`config.mk`:
```
export PLATFORM = sky130hd
export DESIGN_NAME = csl_top
export DESIGN_NICKNAME = d
export VERILOG_FILES = /design/src/inc/csl_pkg.sv /design/src/hdl/csl_top.sv
export SDC_FILE = /design/constraint.sdc
export NUM_CORES = 1
export LEC_CHECK = 0
export BUFFER_PORTS_ARGS = -buffer_cell sky130_fd_sc_hd__buf_2
export CAP_MARGIN = 10
export CORE_MARGIN = 5
export CORE_UTILIZATION = 30
export DETAILED_ROUTE_END_ITERATION = 7
export PLACE_DENSITY_LB_ADDON = 0.3
export RECOVER_POWER = 50
export SYNTH_ARGS = -nofsm -noshare
export SYNTH_HDL_FRONTEND = slang
export SYNTH_SLANG_ARGS = --single-unit
```
`constraint.sdc`:
```
create_clock -name sys_clk_i -period 7 [get_ports sys_clk_i]
set_input_delay 0.7 -clock sys_clk_i [delete_from_list [all_inputs] [get_ports sys_clk_i]]
set_output_delay 0.7 -clock sys_clk_i [all_outputs]
set_load 0.05 [all_outputs]
```
`src/inc/csl_pkg.sv`:
```
package csl_pkg;

   // ****************************************
   // timing
   // ****************************************
   localparam int CLK_PERIOD_NS = 100;           // system clock period
   localparam int TICK_PERIOD_US = 1000;         // base time tick
   localparam int TICK_CYCLES = (TICK_PERIOD_US * 1000) / CLK_PERIOD_NS;
   localparam int MS_PER_SEC = 1000;             // ticks per second
   localparam int SEC_PER_HOUR = 3600;           // seconds per hour
   localparam int ALERT_PULSE_US = 256;          // alert low pulse width
   localparam int ALERT_PULSE_CYCLES = (ALERT_PULSE_US * 1000 + CLK_PERIOD_NS - 1) / CLK_PERIOD_NS;
   localparam int OC_CUT_MS = 16;                // overcurrent cut delay
   localparam int OC_RETRY_MS = 64;              // overcurrent retry delay
   localparam int PRECHARGE_LIMIT_H = 1;         // pre-charge limit
   localparam int RECYCLE_SHORT_S = 2;           // recycle off-time, bit 0
   localparam int RECYCLE_LONG_S = 4;            // recycle off-time, bit 1
   localparam int PRESS_BASE_S = 8;              // press time offset
   localparam int PRESS_STEP_S = 4;              // press time step
   localparam int WD_STEP_S = 40;                // watchdog time for code 01
   localparam int CHG_LIMIT_H0 = 3;              // main-phase limits
   localparam int CHG_LIMIT_H1 = 5;
   localparam int CHG_LIMIT_H2 = 8;
   localparam int CHG_LIMIT_H3 = 12;

   // ****************************************
   // register indices (byte address = 4 * index)
   // ****************************************
   localparam logic [3:0] REG_CTRL1 = 4'h1;
   localparam logic [3:0] REG_CHGCUR = 4'h2;
   localparam logic [3:0] REG_LIMITS = 4'h3;
   localparam logic [3:0] REG_TIMER = 4'h5;
   localparam logic [3:0] REG_MASK = 4'h6;
   localparam logic [3:0] REG_SUPV = 4'h7;
   localparam logic [3:0] REG_STATUS = 4'h8;
   localparam logic [3:0] REG_FAULT = 4'h9;
   localparam logic [3:0] REG_MISC = 4'hA;

   // ****************************************
   // reset values
   // ****************************************
   localparam logic [7:0] CTRL1_DEF = 8'hAC;
   localparam logic [7:0] LIMITS_DEF = 8'h80;
   localparam logic [7:0] TIMER_DEF = 8'h0A;
   localparam logic [7:0] SUPV_DEF = 8'h40;

   // ****************************************
   // field positions
   // ****************************************
   localparam int B_PRESS = 6;       // ctrl1 [7:6] press time
   localparam int B_OFFTIME = 5;     // ctrl1 recycle off-time
   localparam int B_IN_OFF = 4;      // ctrl1 input_path_off
   localparam int B_CHG_DIS = 3;     // ctrl1 charge_disable
   localparam int B_KICK = 7;        // chgcur host_timer_kick
   localparam int B_OCLIM = 4;       // limits [7:4]
   localparam int B_TMR_EN = 3;      // timer enable
   localparam int B_CHG_LIM = 1;     // timer [2:1]
   localparam int B_REG_RST = 7;     // supv register reset
   localparam int B_THERM_EN = 6;    // supv thermistor_check_enable
   localparam int B_BOARD_SEL = 5;   // supv board_overtemp_select
   localparam int B_DIV_KEEP = 4;    // supv divider_supply_keep
   localparam int B_WD_DIS = 3;      // supv timeout_in_discharge_enable
   localparam int B_WD_FLD = 0;      // supv [1:0] timeout field
   localparam int B_WD_FAULT = 7;    // status host_timeout_fault
   localparam int B_RECYCLE = 4;     // misc software recycle
   localparam int B_SW_MODE = 3;     // misc switch mode

   // ****************************************
   // types
   // ****************************************
   typedef enum logic [0:0] {CSL_RUN = 1'b0, CSL_OFF = 1'b1} csl_rcy_t;
   typedef enum logic [1:0] {CSL_OC_ON = 2'b00, CSL_OC_WAIT = 2'b01, CSL_OC_OPEN = 2'b11} csl_oc_t;

   // analog comparator results, same clock
   typedef struct packed {
      logic input_good;     // input inside window
      logic input_uvov;     // input under/over voltage
      logic bat_present;    // battery connected
      logic [2:0] bat_level; // battery voltage code
      logic [3:0] bat_current; // discharge current code
      logic precharge;      // battery below pre-charge level
      logic new_cycle;      // new charge cycle pulse
      logic charge_done;    // termination reached
      logic supplement;     // battery assisting input
      logic therm_hot;      // sensed voltage below hot level
      logic therm_cold;     // sensed voltage above cold level
      logic die_hot;        // junction thermal fault
      logic bat_ovp;        // battery over-voltage
      logic sys_short;      // system output shorted
   } csl_sense_t;

   // power stage controls
   typedef struct packed {
      logic input_sw;       // input switch on
      logic bat_sw;         // battery switch on
      logic charge_en;      // charging allowed
      logic divider_en;     // divider supply driven
      logic input_ilim;     // input current limiting
   } csl_power_t;

endpackage

```
`src/hdl/csl_top.sv`:
```
`timescale 1ns/1ps
module csl_top
   import csl_pkg::*;
#(
   parameter int TICK_CYC = TICK_CYCLES,
   parameter int CUT_MS = OC_CUT_MS,
   parameter int RETRY_MS = OC_RETRY_MS
) (
   input wire logic sys_clk_i,
   input wire logic sys_rst_i,
   input wire logic [5:0] bus_addr_i,
   input wire logic [7:0] bus_wdata_i,
   input wire logic bus_we_i,
   input wire logic bus_re_i,
   output logic [7:0] bus_rdata_o,
   input wire csl_sense_t sense_i,
   input wire logic alert_pin_i,
   output logic alert_pin_o,
   output logic alert_pin_oe_o,
   output csl_power_t power_o
);

   // ****************************************
   // state
   // ****************************************
   typedef struct packed {
      logic [7:0] r1;          // control 1
      logic [7:0] r3;          // limits
      logic [7:0] r5;          // timer control
      logic [7:0] r6;          // alert masks
      logic [7:0] r7;          // supervisor control
      logic [7:0] ra;          // misc
      logic wd_fault;          // host_timeout_fault
      logic [4:0] faults;      // fault record
      logic host_mode;         // host has programmed us
      logic [7:0] rdata;       // read answer
      logic [2:0] pin_sync;    // alert pin synchroniser
      logic pin_low;           // agreed pin level
      logic [15:0] tick_cnt;   // cycle prescaler
      logic ms_tick;           // one per tick
      logic [9:0] ms_cnt;      // ticks within second
      logic sec_tick;          // one per second
      logic [14:0] press_cnt;  // press length in ms
      csl_rcy_t rcy;           // recycle state
      logic rcy_long;          // off-time latched at start
      logic [11:0] rcy_cnt;    // off-time in ms
      logic [7:0] wd_cnt;      // watchdog seconds
      logic [15:0] safety_cnt; // safety seconds
      logic timer_fault;       // safety expiry
      csl_oc_t oc;             // overcurrent state
      logic [15:0] oc_cnt;     // overcurrent ms
      logic alert_drive;       // pulling alert low
      logic [11:0] alert_cnt;  // pulse cycles
      logic in_good_q;         // previous input_good
      logic bat_q;             // previous bat_present
      logic chg_q;             // previous charging
      logic pre_q;             // previous precharge
      logic uvov_q;            // previous input_uvov
      logic done_q;            // previous charge_done
      csl_power_t pwr;         // registered controls
   } csl_state_t;

   csl_state_t s;      // current state
   csl_state_t next_s; // next state

   // ****************************************
   // helpers
   // ****************************************
   // watchdog limit in seconds per field code
   function automatic logic [7:0] wd_limit(input logic [1:0] code);
      wd_limit = 8'((WD_STEP_S << code) >> 1);
   endfunction

   // main-phase safety limit in seconds
   function automatic logic [15:0] chg_limit(input logic [1:0] code);
      case (code)
         2'h0: chg_limit = 16'(CHG_LIMIT_H0 * SEC_PER_HOUR);
         2'h1: chg_limit = 16'(CHG_LIMIT_H1 * SEC_PER_HOUR);
         2'h2: chg_limit = 16'(CHG_LIMIT_H2 * SEC_PER_HOUR);
         default: chg_limit = 16'(CHG_LIMIT_H3 * SEC_PER_HOUR);
      endcase
   endfunction

   // rising edge of a sampled level
   function automatic logic rose(input logic now, input logic prev);
      rose = now & ~prev;
   endfunction

   // ****************************************
   // next state
   // ****************************************
   always_comb begin
      logic mapped;        // aligned, in range
      logic [3:0] idx;     // register index
      logic restart;       // safety timer restart
      logic to_default;    // enter default mode
      logic start_rcy;     // begin power recycle
      logic kick;          // watchdog kick
      logic wd_run;        // watchdog running
      logic wd_expire;     // watchdog expired
      logic want_chg;      // charging requested
      logic ntc_out;       // window fault in charge
      logic board_hot;     // board overtemperature
      logic charging;      // charging now
      logic uv;            // battery undervoltage
      logic oc_high;       // current above limit
      logic sw_mode;       // switch mode active
      logic bat_path;      // path wants battery switch
      logic [4:0] cond;    // live fault conditions
      logic [4:0] ev;      // alert events
      mapped = 1'b0;
      idx = 4'h0;
      restart = 1'b0;
      to_default = 1'b0;
      start_rcy = 1'b0;
      kick = 1'b0;
      wd_run = 1'b0;
      wd_expire = 1'b0;
      want_chg = 1'b0;
      ntc_out = 1'b0;
      board_hot = 1'b0;
      charging = 1'b0;
      uv = 1'b0;
      oc_high = 1'b0;
      sw_mode = 1'b0;
      bat_path = 1'b0;
      cond = 5'h00;
      ev = 5'h00;
      next_s = s;
      next_s.rdata = 8'h00;
      next_s.ms_tick = 1'b0;
      next_s.sec_tick = 1'b0;

      // time base
      if (s.tick_cnt == 16'(TICK_CYC - 1)) begin
         next_s.tick_cnt = 16'h0000;
         next_s.ms_tick = 1'b1;
      end else begin
         next_s.tick_cnt = s.tick_cnt + 16'h0001;
      end
      if (s.ms_tick) begin
         if (s.ms_cnt == 10'(MS_PER_SEC - 1)) begin
            next_s.ms_cnt = 10'h000;
            next_s.sec_tick = 1'b1;
         end else begin
            next_s.ms_cnt = s.ms_cnt + 10'h001;
         end
      end

      // alert pin as input: level counts once stages two and three agree
      next_s.pin_sync = {s.pin_sync[1:0], alert_pin_i};
      if (s.pin_sync[2] == s.pin_sync[1]) begin
         next_s.pin_low = ~s.pin_sync[2];
      end

      // temperature handling
      want_chg = sense_i.input_good & ~s.r1[B_CHG_DIS] & (s.rcy == CSL_RUN);
      ntc_out = s.r7[B_THERM_EN] & s.r7[B_BOARD_SEL] & want_chg
         & (sense_i.therm_hot | sense_i.therm_cold);
      board_hot = s.r7[B_THERM_EN] & ~s.r7[B_BOARD_SEL] & sense_i.therm_hot;
      charging = want_chg & ~ntc_out & ~board_hot & ~s.timer_fault
         & ~sense_i.bat_ovp & ~sense_i.charge_done & sense_i.bat_present;

      // register writes
      mapped = (bus_addr_i[1:0] == 2'h0);
      idx = bus_addr_i[5:2];
      if (bus_we_i & mapped) begin
         next_s.host_mode = 1'b1;
         case (idx)
            REG_CTRL1: begin
               restart = s.r1[B_CHG_DIS] & ~bus_wdata_i[B_CHG_DIS];
               next_s.r1 = bus_wdata_i;
            end
            REG_CHGCUR: begin
               kick = bus_wdata_i[B_KICK];
               restart = bus_wdata_i[B_KICK];
            end
            REG_LIMITS: begin
               next_s.r3 = {bus_wdata_i[7:B_OCLIM], 4'h0};
            end
            REG_TIMER: begin
               restart = ~s.r5[B_TMR_EN] & bus_wdata_i[B_TMR_EN];
               next_s.r5 = {4'h0, bus_wdata_i[3:0]};
            end
            REG_MASK: begin
               next_s.r6 = {3'h0, bus_wdata_i[4:0]};
            end
            REG_SUPV: begin
               to_default = bus_wdata_i[B_REG_RST];
               next_s.r7 = {1'b0, bus_wdata_i[6:0]};
            end
            REG_MISC: begin
               start_rcy = bus_wdata_i[B_RECYCLE];
               restart = bus_wdata_i[B_RECYCLE];
               next_s.ra = {4'h0, bus_wdata_i[B_SW_MODE], 3'h0};
            end
            default: begin
               next_s.host_mode = s.host_mode;
            end
         endcase
      end

      // register reads, answer in the next cycle
      if (bus_re_i & mapped) begin
         case (idx)
            REG_CTRL1: next_s.rdata = s.r1;
            REG_LIMITS: next_s.rdata = s.r3;
            REG_TIMER: next_s.rdata = s.r5;
            REG_MASK: next_s.rdata = s.r6;
            REG_SUPV: next_s.rdata = s.r7;
            REG_STATUS: next_s.rdata = {s.wd_fault, 7'h00};
            REG_FAULT: next_s.rdata = {3'h0, s.faults};
            REG_MISC: next_s.rdata = s.ra;
            default: next_s.rdata = 8'h00;
         endcase
      end

      // watchdog
      wd_run = s.host_mode & (s.r7[1:B_WD_FLD] != 2'h0)
         & (sense_i.input_good | s.r7[B_WD_DIS]);
      if (kick | ~wd_run) begin
         next_s.wd_cnt = 8'h00;
      end else if (s.wd_cnt >= wd_limit(s.r7[1:B_WD_FLD])) begin
         wd_expire = 1'b1;
         start_rcy = 1'b1;
         to_default = 1'b1;
      end else if (s.sec_tick) begin
         next_s.wd_cnt = s.wd_cnt + 8'h01;
      end

      // other default mode events
      if (rose(sense_i.input_good, s.in_good_q) & ~sense_i.bat_present) begin
         to_default = 1'b1;
      end
      if (rose(sense_i.bat_present, s.bat_q) & ~sense_i.input_good) begin
         to_default = 1'b1;
      end

      // switch mode clears on input return or battery change with input
      if (rose(sense_i.input_good, s.in_good_q)
         | ((sense_i.bat_present ^ s.bat_q) & sense_i.input_good)) begin
         next_s.ra[B_SW_MODE] = 1'b0;
      end

      // defaults take over all software settings
      if (to_default) begin
         next_s.r1 = CTRL1_DEF;
         next_s.r3 = LIMITS_DEF;
         next_s.r5 = TIMER_DEF;
         next_s.r6 = 8'h00;
         next_s.r7 = SUPV_DEF;
         next_s.ra = 8'h00;
         next_s.host_mode = 1'b0;
         next_s.wd_cnt = 8'h00;
      end

      // long press on the alert pin, ignored while we drive it
      if (~s.pin_low | s.alert_drive | (s.rcy != CSL_RUN)) begin
         next_s.press_cnt = 15'h0000;
      end else if (s.press_cnt >= 15'((PRESS_BASE_S + PRESS_STEP_S * s.r1[7:B_PRESS]) * MS_PER_SEC)) begin
         start_rcy = 1'b1;
         next_s.press_cnt = 15'h0000;
      end else if (s.ms_tick) begin
         next_s.press_cnt = s.press_cnt + 15'h0001;
      end

      // power recycle sequencer
      case (s.rcy)
         CSL_RUN: begin
            if (start_rcy) begin
               next_s.rcy = CSL_OFF;
               next_s.rcy_long = s.r1[B_OFFTIME];
               next_s.rcy_cnt = 12'h000;
            end
         end
         CSL_OFF: begin
            if (s.rcy_cnt >= 12'((s.rcy_long ? RECYCLE_LONG_S : RECYCLE_SHORT_S) * MS_PER_SEC)) begin
               next_s.rcy = CSL_RUN;
            end else if (s.ms_tick) begin
               next_s.rcy_cnt = s.rcy_cnt + 12'h001;
            end
         end
         default: begin
            next_s.rcy = CSL_RUN;
         end
      endcase

      // safety timer
      if (sense_i.new_cycle | (s.pre_q & ~sense_i.precharge & charging)) begin
         restart = 1'b1;
      end
      if (restart) begin
         next_s.safety_cnt = 16'h0000;
         next_s.timer_fault = 1'b0;
      end else if (charging & s.r5[B_TMR_EN] & s.sec_tick) begin
         next_s.safety_cnt = s.safety_cnt + 16'h0001;
      end
      if (charging & s.r5[B_TMR_EN]) begin
         if (sense_i.precharge ? (s.safety_cnt >= 16'(PRECHARGE_LIMIT_H * SEC_PER_HOUR))
            : (s.safety_cnt >= chg_limit(s.r5[2:B_CHG_LIM]))) begin
            next_s.timer_fault = 1'b1;
         end
      end

      // overcurrent in discharge or supplement
      sw_mode = s.ra[B_SW_MODE];
      oc_high = (sense_i.bat_current > s.r3[7:B_OCLIM]) & ~charging & ~sw_mode;
      case (s.oc)
         CSL_OC_ON: begin
            next_s.oc_cnt = 16'h0000;
            if (oc_high) begin
               next_s.oc = CSL_OC_WAIT;
            end
         end
         CSL_OC_WAIT: begin
            if (~oc_high) begin
               next_s.oc = CSL_OC_ON;
            end else if (s.oc_cnt >= 16'(CUT_MS)) begin
               next_s.oc = CSL_OC_OPEN;
               next_s.oc_cnt = 16'h0000;
            end else if (s.ms_tick) begin
               next_s.oc_cnt = s.oc_cnt + 16'h0001;
            end
         end
         CSL_OC_OPEN: begin
            if (s.oc_cnt >= 16'(RETRY_MS)) begin
               next_s.oc = CSL_OC_ON;
            end else if (s.ms_tick) begin
               next_s.oc_cnt = s.oc_cnt + 16'h0001;
            end
         end
         default: begin
            next_s.oc = CSL_OC_ON;
         end
      endcase

      // fault record: bits 0 to 3 latch until read, bit 4 follows its live condition
      cond = {ntc_out | board_hot, sense_i.bat_ovp, s.timer_fault, sense_i.die_hot, sense_i.input_uvov};
      for (int i = 0; i < 4; i++) begin
         next_s.faults[i] = cond[i] | (s.faults[i] & ~(bus_re_i & mapped & (idx == REG_FAULT)));
      end
      next_s.faults[4] = cond[4];
      next_s.wd_fault = wd_expire
         | (s.wd_fault & ~(bus_re_i & mapped & (idx == REG_STATUS)));

      // alert pulse events
      ev[0] = rose(sense_i.input_good, s.in_good_q);
      ev[1] = rose(sense_i.input_uvov, s.uvov_q);
      ev[2] = rose(sense_i.charge_done, s.done_q);
      ev[3] = charging ^ s.chg_q;
      ev[4] = (|(cond & ~s.faults)) | wd_expire;
      if (|(ev & ~s.r6[4:0])) begin
         next_s.alert_drive = 1'b1;
         next_s.alert_cnt = 12'h000;
      end else if (s.alert_drive) begin
         if (s.alert_cnt == 12'(ALERT_PULSE_CYCLES - 1)) begin
            next_s.alert_drive = 1'b0;
         end else begin
            next_s.alert_cnt = s.alert_cnt + 12'h001;
         end
      end

      // edge history
      next_s.in_good_q = sense_i.input_good;
      next_s.bat_q = sense_i.bat_present;
      next_s.chg_q = charging;
      next_s.pre_q = sense_i.precharge;
      next_s.uvov_q = sense_i.input_uvov;
      next_s.done_q = sense_i.charge_done;

      // power stage controls
      uv = sense_i.bat_level < s.r1[2:0];
      bat_path = sense_i.input_good ? (charging | sense_i.supplement) : 1'b1;
      next_s.pwr.bat_sw = (s.rcy == CSL_RUN) & ~board_hot & ~sense_i.sys_short
         & sense_i.bat_present & bat_path
         & (sw_mode | (~uv & (s.oc != CSL_OC_OPEN)));
      next_s.pwr.input_sw = ~s.r1[B_IN_OFF] & (s.rcy == CSL_RUN) & ~board_hot;
      next_s.pwr.charge_en = charging;
      next_s.pwr.divider_en = sense_i.input_good | s.r7[B_DIV_KEEP];
      next_s.pwr.input_ilim = sense_i.sys_short;
   end

   // ****************************************
   // registers
   // ****************************************
   always_ff @(posedge sys_clk_i) begin
      if (sys_rst_i) begin
         s <= '0;
         s.r1 <= CTRL1_DEF;
         s.r3 <= LIMITS_DEF;
         s.r5 <= TIMER_DEF;
         s.r7 <= SUPV_DEF;
         s.pin_sync <= 3'h7;
      end else begin
         s <= next_s;
      end
   end

   // outputs straight from flip-flops, alert data tied low
   assign bus_rdata_o = s.rdata;
   assign power_o = s.pwr;
   assign alert_pin_o = 1'b0;
   assign alert_pin_oe_o = s.alert_drive;

endmodule // csl_top

```
# Word level (Yosys, flattened, before mapping)

Cells that the tools add are included.

RAM bits: 0
Memory bits (read-only): 0
Memories kept: 0
Latch bits: 0
Word-level logic and storage cells: 266
Output and inout port bits: 15
Input bits: 38
Register bits: 171

Muxes and demuxes: 51
Eq/ne operators: 26
Bitwise gates (word level): 101
Magnitude comparators: 9
Div/mod/pow operators: 0
Add/subtract/negate cells: 9
Reductions and logical operators: 30
$mul: 2
Shifts and indexed selects: 1

Operators with widths:

| kind                                                  | number |
|---|---|
| case mux 16 bit (3 select lines)                      | 2 |
| 2-to-1 mux 16 bit                                     | 5 |
| case mux 8 bit (8 select lines)                       | 1 |
| adder 16 x 1 -> 16 bit, second input constant         | 3 |
| AND 1 bit                                             | 47 |
| 2-to-1 mux 12 bit                                     | 3 |
| inverter 1 bit                                        | 31 |
| 2-to-1 mux 1 bit                                      | 27 |
| 2-to-1 mux 13 bit                                     | 2 |
| adder 12 x 1 -> 12 bit, second input constant         | 2 |
| case mux 12 bit (2 select lines)                      | 1 |
| AND reduction 2 bit                                   | 10 |
| bitwise OR 1 bit                                      | 17 |
| equality test 16 x 14 -> 1 bit, second input constant | 1 |
| >= comparator 16 x 12 -> 1 bit, second input constant | 1 |
| >= comparator 16 bit                                  | 1 |
| >= comparator 16 x 5 -> 1 bit, second input constant  | 1 |
| >= comparator 16 x 7 -> 1 bit, second input constant  | 1 |
| adder 15 x 1 -> 15 bit, second input constant         | 1 |
| >= comparator 15 bit                                  | 1 |
| 2-to-1 mux 14 bit                                     | 1 |
| equality test 12 bit, second input constant           | 1 |
| equality test 4 x 3 -> 1 bit, second input constant   | 3 |
| equality test 4 bit, second input constant            | 3 |
| other kinds (37)                                      | 63 |

# Longest topological paths before layout

Depth after elaboration: 18
Gate-level depth with buffers: 13
Mapped depth without buffers: 12

# Worst setup path after synthesis

OpenSTA, ideal clock, no wires.

Kind: flip-flop to flip-flop
Start point: reg s[189] (netlist name)
End point: reg s[79] (netlist name)
Arrival time: 2.551 ns
Period minus slack after synthesis: 2.678 ns
Data required time: 6.872 ns
Library setup time: 0.128 ns
Slack: 4.322 ns
Path buffers: 1
Cell stages (with the launch flop): 13
Cells stage by stage: dfxtp_1 > ha_1 > nand2_1 > ha_1 > xnor2_1 > ha_1 > and3_1 > nand4b_1 > a31oi_1 > a2111oi_0 > buf_2 > mux2i_1 > nor2_1

Word-level cells in the longest chain between the ends: 6

Ends and longest elaborated chain:

| element                       | RTL line       | text |
|---|---|---|
| start, declared               | csl_top.sv:63  | `csl_state_t s;` |
| start signal, assigned        | csl_top.sv:395 | `s <= next_s;` |
| adder 4 x 4 -> 5 bit          | csl_top.sv:260 | `end else if (s.press_cnt >= 15'((PRESS_BASE_S + PRESS_STEP_S * s.r1[7:B_PRESS]) * MS_PER_SEC)) begin` |
| multiplier 5 x 7 -> 12 bit    | csl_top.sv:260 |  |
| >= comparator 15 bit          | csl_top.sv:260 |  |
| 2-to-1 mux 1 bit              | csl_top.sv:260 |  |
| 2-to-1 mux 1 bit              | csl_top.sv:258 | `if (~s.pin_low \| s.alert_drive \| (s.rcy != CSL_RUN)) begin` |
| AND reduction 2 bit (no line) | --             |  |

No other way between the ends.
A chain may end at the register's enable or synchronous reset.

# Worst setup path in the final report

Start point: in sys_rst_i
End point: reg s[117] (netlist name)

Word-level cells in the longest chain between the ends: 1

Ends and longest elaborated chain:

| element                      | RTL line      | text |
|---|---|---|
| start, declared              | csl_top.sv:10 | `input wire logic sys_rst_i,` |
| OR reduction 2 bit (no line) | --            |  |

No other way between the ends.

==> metrics <==
Power per Cell Area=207.0 mW/mm2; CP Buf/Inv Count=4; Die Footprint=about 0.032 mm2; total power=2.017 mW; path type of the worst setup path=in -> reg; Worst path top cell family by delay=buffers and inverters; synth-to-layout area growth=12.77%; Yosys cell types=71; Root Buffer=clkbuf_16; failing checks=capacitance limit, slew limit; max-slew violation count=between 40 and 50; Met1 Routed Length=10630 um; CTS tree=built; Rows=62; RSZ-0062 raised after global routing=no; static leakage=between 3 and 4 nW; Final #Nets=between 1000 and 1500; starting density of the core=about 30%; CP required=approximately 7.3 ns; critical path capture point type=flip-flop; initial antenna violation count=1; Core ar.=about 0.029 mm2; Top Metal Used=met5; area of the multi-input gates=0.004812 mm2; outcome=complete, but fails checks; Die Height=approximately 180 um; Setup Buffers After CTS=0; CTS Hold Bufs=0; Post-CTS Resized=0; slew at the pin closest to its max-slew limit=about 2.3 ns; Filler cells=just over 3000; via/cell ratio=roughly 4.9; largest net degree at the start of global routing=44; Max Cap Viol=1; Crit-path slowest cell=clkbuf_1; worst skew pair latency=0.44 ns; First-pass DRT Iterations=5; Seq. cell area=between 0.003 and 0.004 mm2; WL final=~21000 um; share of layout cells above drive strength 1=8.585%; Post-Place Worst Slack=approximately 3.5 ns; Via Count=roughly 7000; met3 WL=870 um; Final ANT Viol Nets=0; GRT overflow=0; Rel. slew slack=-50.78%; placed wire-length estimate=roughly 15000 um; sequential area share after synthesis=between 30% and 40%; H-Tree Depth=4; Syn Inst Count=slightly above 1000; # clock sinks=~170; fmax=~0.24 GHz; routability congestion estimate=between 0.8 and 0.9; Setup Skew=about 0.026 ns; Max clock buf depth=2; Clock transition at path regs=around 0.080 ns; fin crit period=approximately 4.2 ns; crit path cell chain=buf_2, clkbuf_1, clkinv_1, o31ai_1, clkbuf_1, nor2_1; post-synthesis instance area=a little under 0.009 mm2; Antenna Cells=0; Crit Path Max Fanout=43; crit path DAT=about 4.5 ns; chip width=~180 um; min setup slack post-route=roughly 2.8 ns; first-pass GRT wire length=34650 um; Synthesized Nets=1112; Final Hold Viols=0; commonest register cell after synthesis=dfxtp_1; Synth Register Bits=between 150 and 200; vias in the first global route=6769; setup_tns=0 ns; largest stage delay on the critical path=~1.6 ns; synthesized area per cell=8.516 um2; most used cell, CP=clkbuf_1; TritonCTS Buffers=17; worst hold path class=reg -> reg; worst vdd ir=between 0.15 and 0.2 mV; Initial DRC Count=between 400 and 500; # IOs=53; Avg WL per Cell=about 15 um; Post-synth EDFFs=0; Final Setup Violations=0; Yosys warning count=0; period utilization=60.16%; GR Util All Layers=between 10% and 20%; WL met2=slightly above 9000 um; Async S/R FF share, synth=0%; Buffers on Ports=51; startpoint types=input port; # DRC=0
layer usage:
layer | vias up | track usage [%]
met2 | 124 | 19.96
met4 | 2 | 3.596
li1 | 3564 | -
met5 | - | 0
met3 | 18 | 3.133
met1 | 3301 | 18.03
layout make-up:
cell class                      count  share of cell area, %
Clock buffer                       17                  4.365
Clock inverter                     15                  1.502
Inverter                           53                  2.041
Multi-Input combinational cell    749                  49.37
Sequential cell                   171                  35.12
Tap cell                          384                  4.929
Timing Repair Buffer               55                  2.670
Yosys cell counts (11+ instances only):
cell      count  area share (%)
a21oi_1      46             2.7
and3_1       11            0.80
buf_4        15             1.3
clkbuf_1     22            0.96
dfxtp_1     171              40
ha_1         59             8.5
inv_1        52             2.3
mux2i_1      31             3.6
nand2_1      94             4.1
nand3_1      59             3.4
nand4_1      27             2.0
nor2_1      153             6.6
nor3_1       13            0.75
o21ai_0      25             1.4
xnor2_1      33             3.3
xor2_1       40             4.1
cells by family after synthesis:
family,synth area share (%)
simple gates,24.58
mux,3.720
fa+ha+maj,8.541
compound gates,11.25
buf+inv,4.821
other cells,0.08689
flops,39.61
xor+xnor,7.397
cell usage in the layout, fill, tap and decap left out, types with 8 or more instances in the layout:
| cell | netlist | layout |
|---|---|---|
| and3_1 | 11 | 11 |
| o21a_1 | 10 | 10 |
| clkbuf_16 | 0 | 17 |
| o31ai_1 | 8 | 8 |
| nor3_1 | 13 | 13 |
| dfxtp_1 | 171 | 171 |
| nand3_1 | 59 | 59 |
| a21oi_1 | 46 | 46 |
| nand4_1 | 27 | 27 |
| a21o_1 | 8 | 8 |
| xor2_1 | 40 | 40 |
| and4_1 | 8 | 8 |
| clkbuf_1 | 22 | 16 |
| nand2_1 | 94 | 94 |
| nor2_1 | 153 | 154 |
| buf_2 | 3 | 37 |
| xnor2_1 | 33 | 33 |
| or3_1 | 10 | 10 |
| nor3b_1 | 10 | 9 |
| nor2b_1 | 10 | 10 |
| ha_1 | 59 | 59 |
| mux2i_1 | 31 | 31 |
| o21ai_0 | 25 | 25 |
| inv_1 | 52 | 52 |
final timing paths:
check,to,depth (start not counted),startpoint,slack [ns]
hold reg to reg,next_s[127],1,next_s[126],0.41
setup / recovery,s[117],6,sys_rst_i,2.79
setup reg to reg,s[77],11,s[189],3.49
hold / removal,next_s[127],1,next_s[126],0.41
flip-flops by register name, indices dropped and copies added (netlist names):
name	flops
alert_pin_oe_o	1
bus_rdata_o	8
next_s	2
power_o	5
s	155
power by group:
group	internal [mW]	total [mW]	switching (mW)
Sequential	0.980	0.985	0.00561
Clock	0.475	0.930	0.455
Combinational	0.0319	0.102	0.0701
Total	1.49	2.02	0.531
through the flow:
step                      utilization [%]  instances  instance area [um2]  hold slack (ns)
after floorplan                         -       1015                 8643           0.3895
after global placement              32.24       1412                 9203           0.3998
after detailed placement            32.24       1412                 9203           0.3987
after CTS                           34.24       1444                 9774           0.4163
after global routing                34.14       1444                 9747           0.4241
final                               34.14       1444                 9747           0.4147
Note: power is estimated with default switching activity, not from simulation.
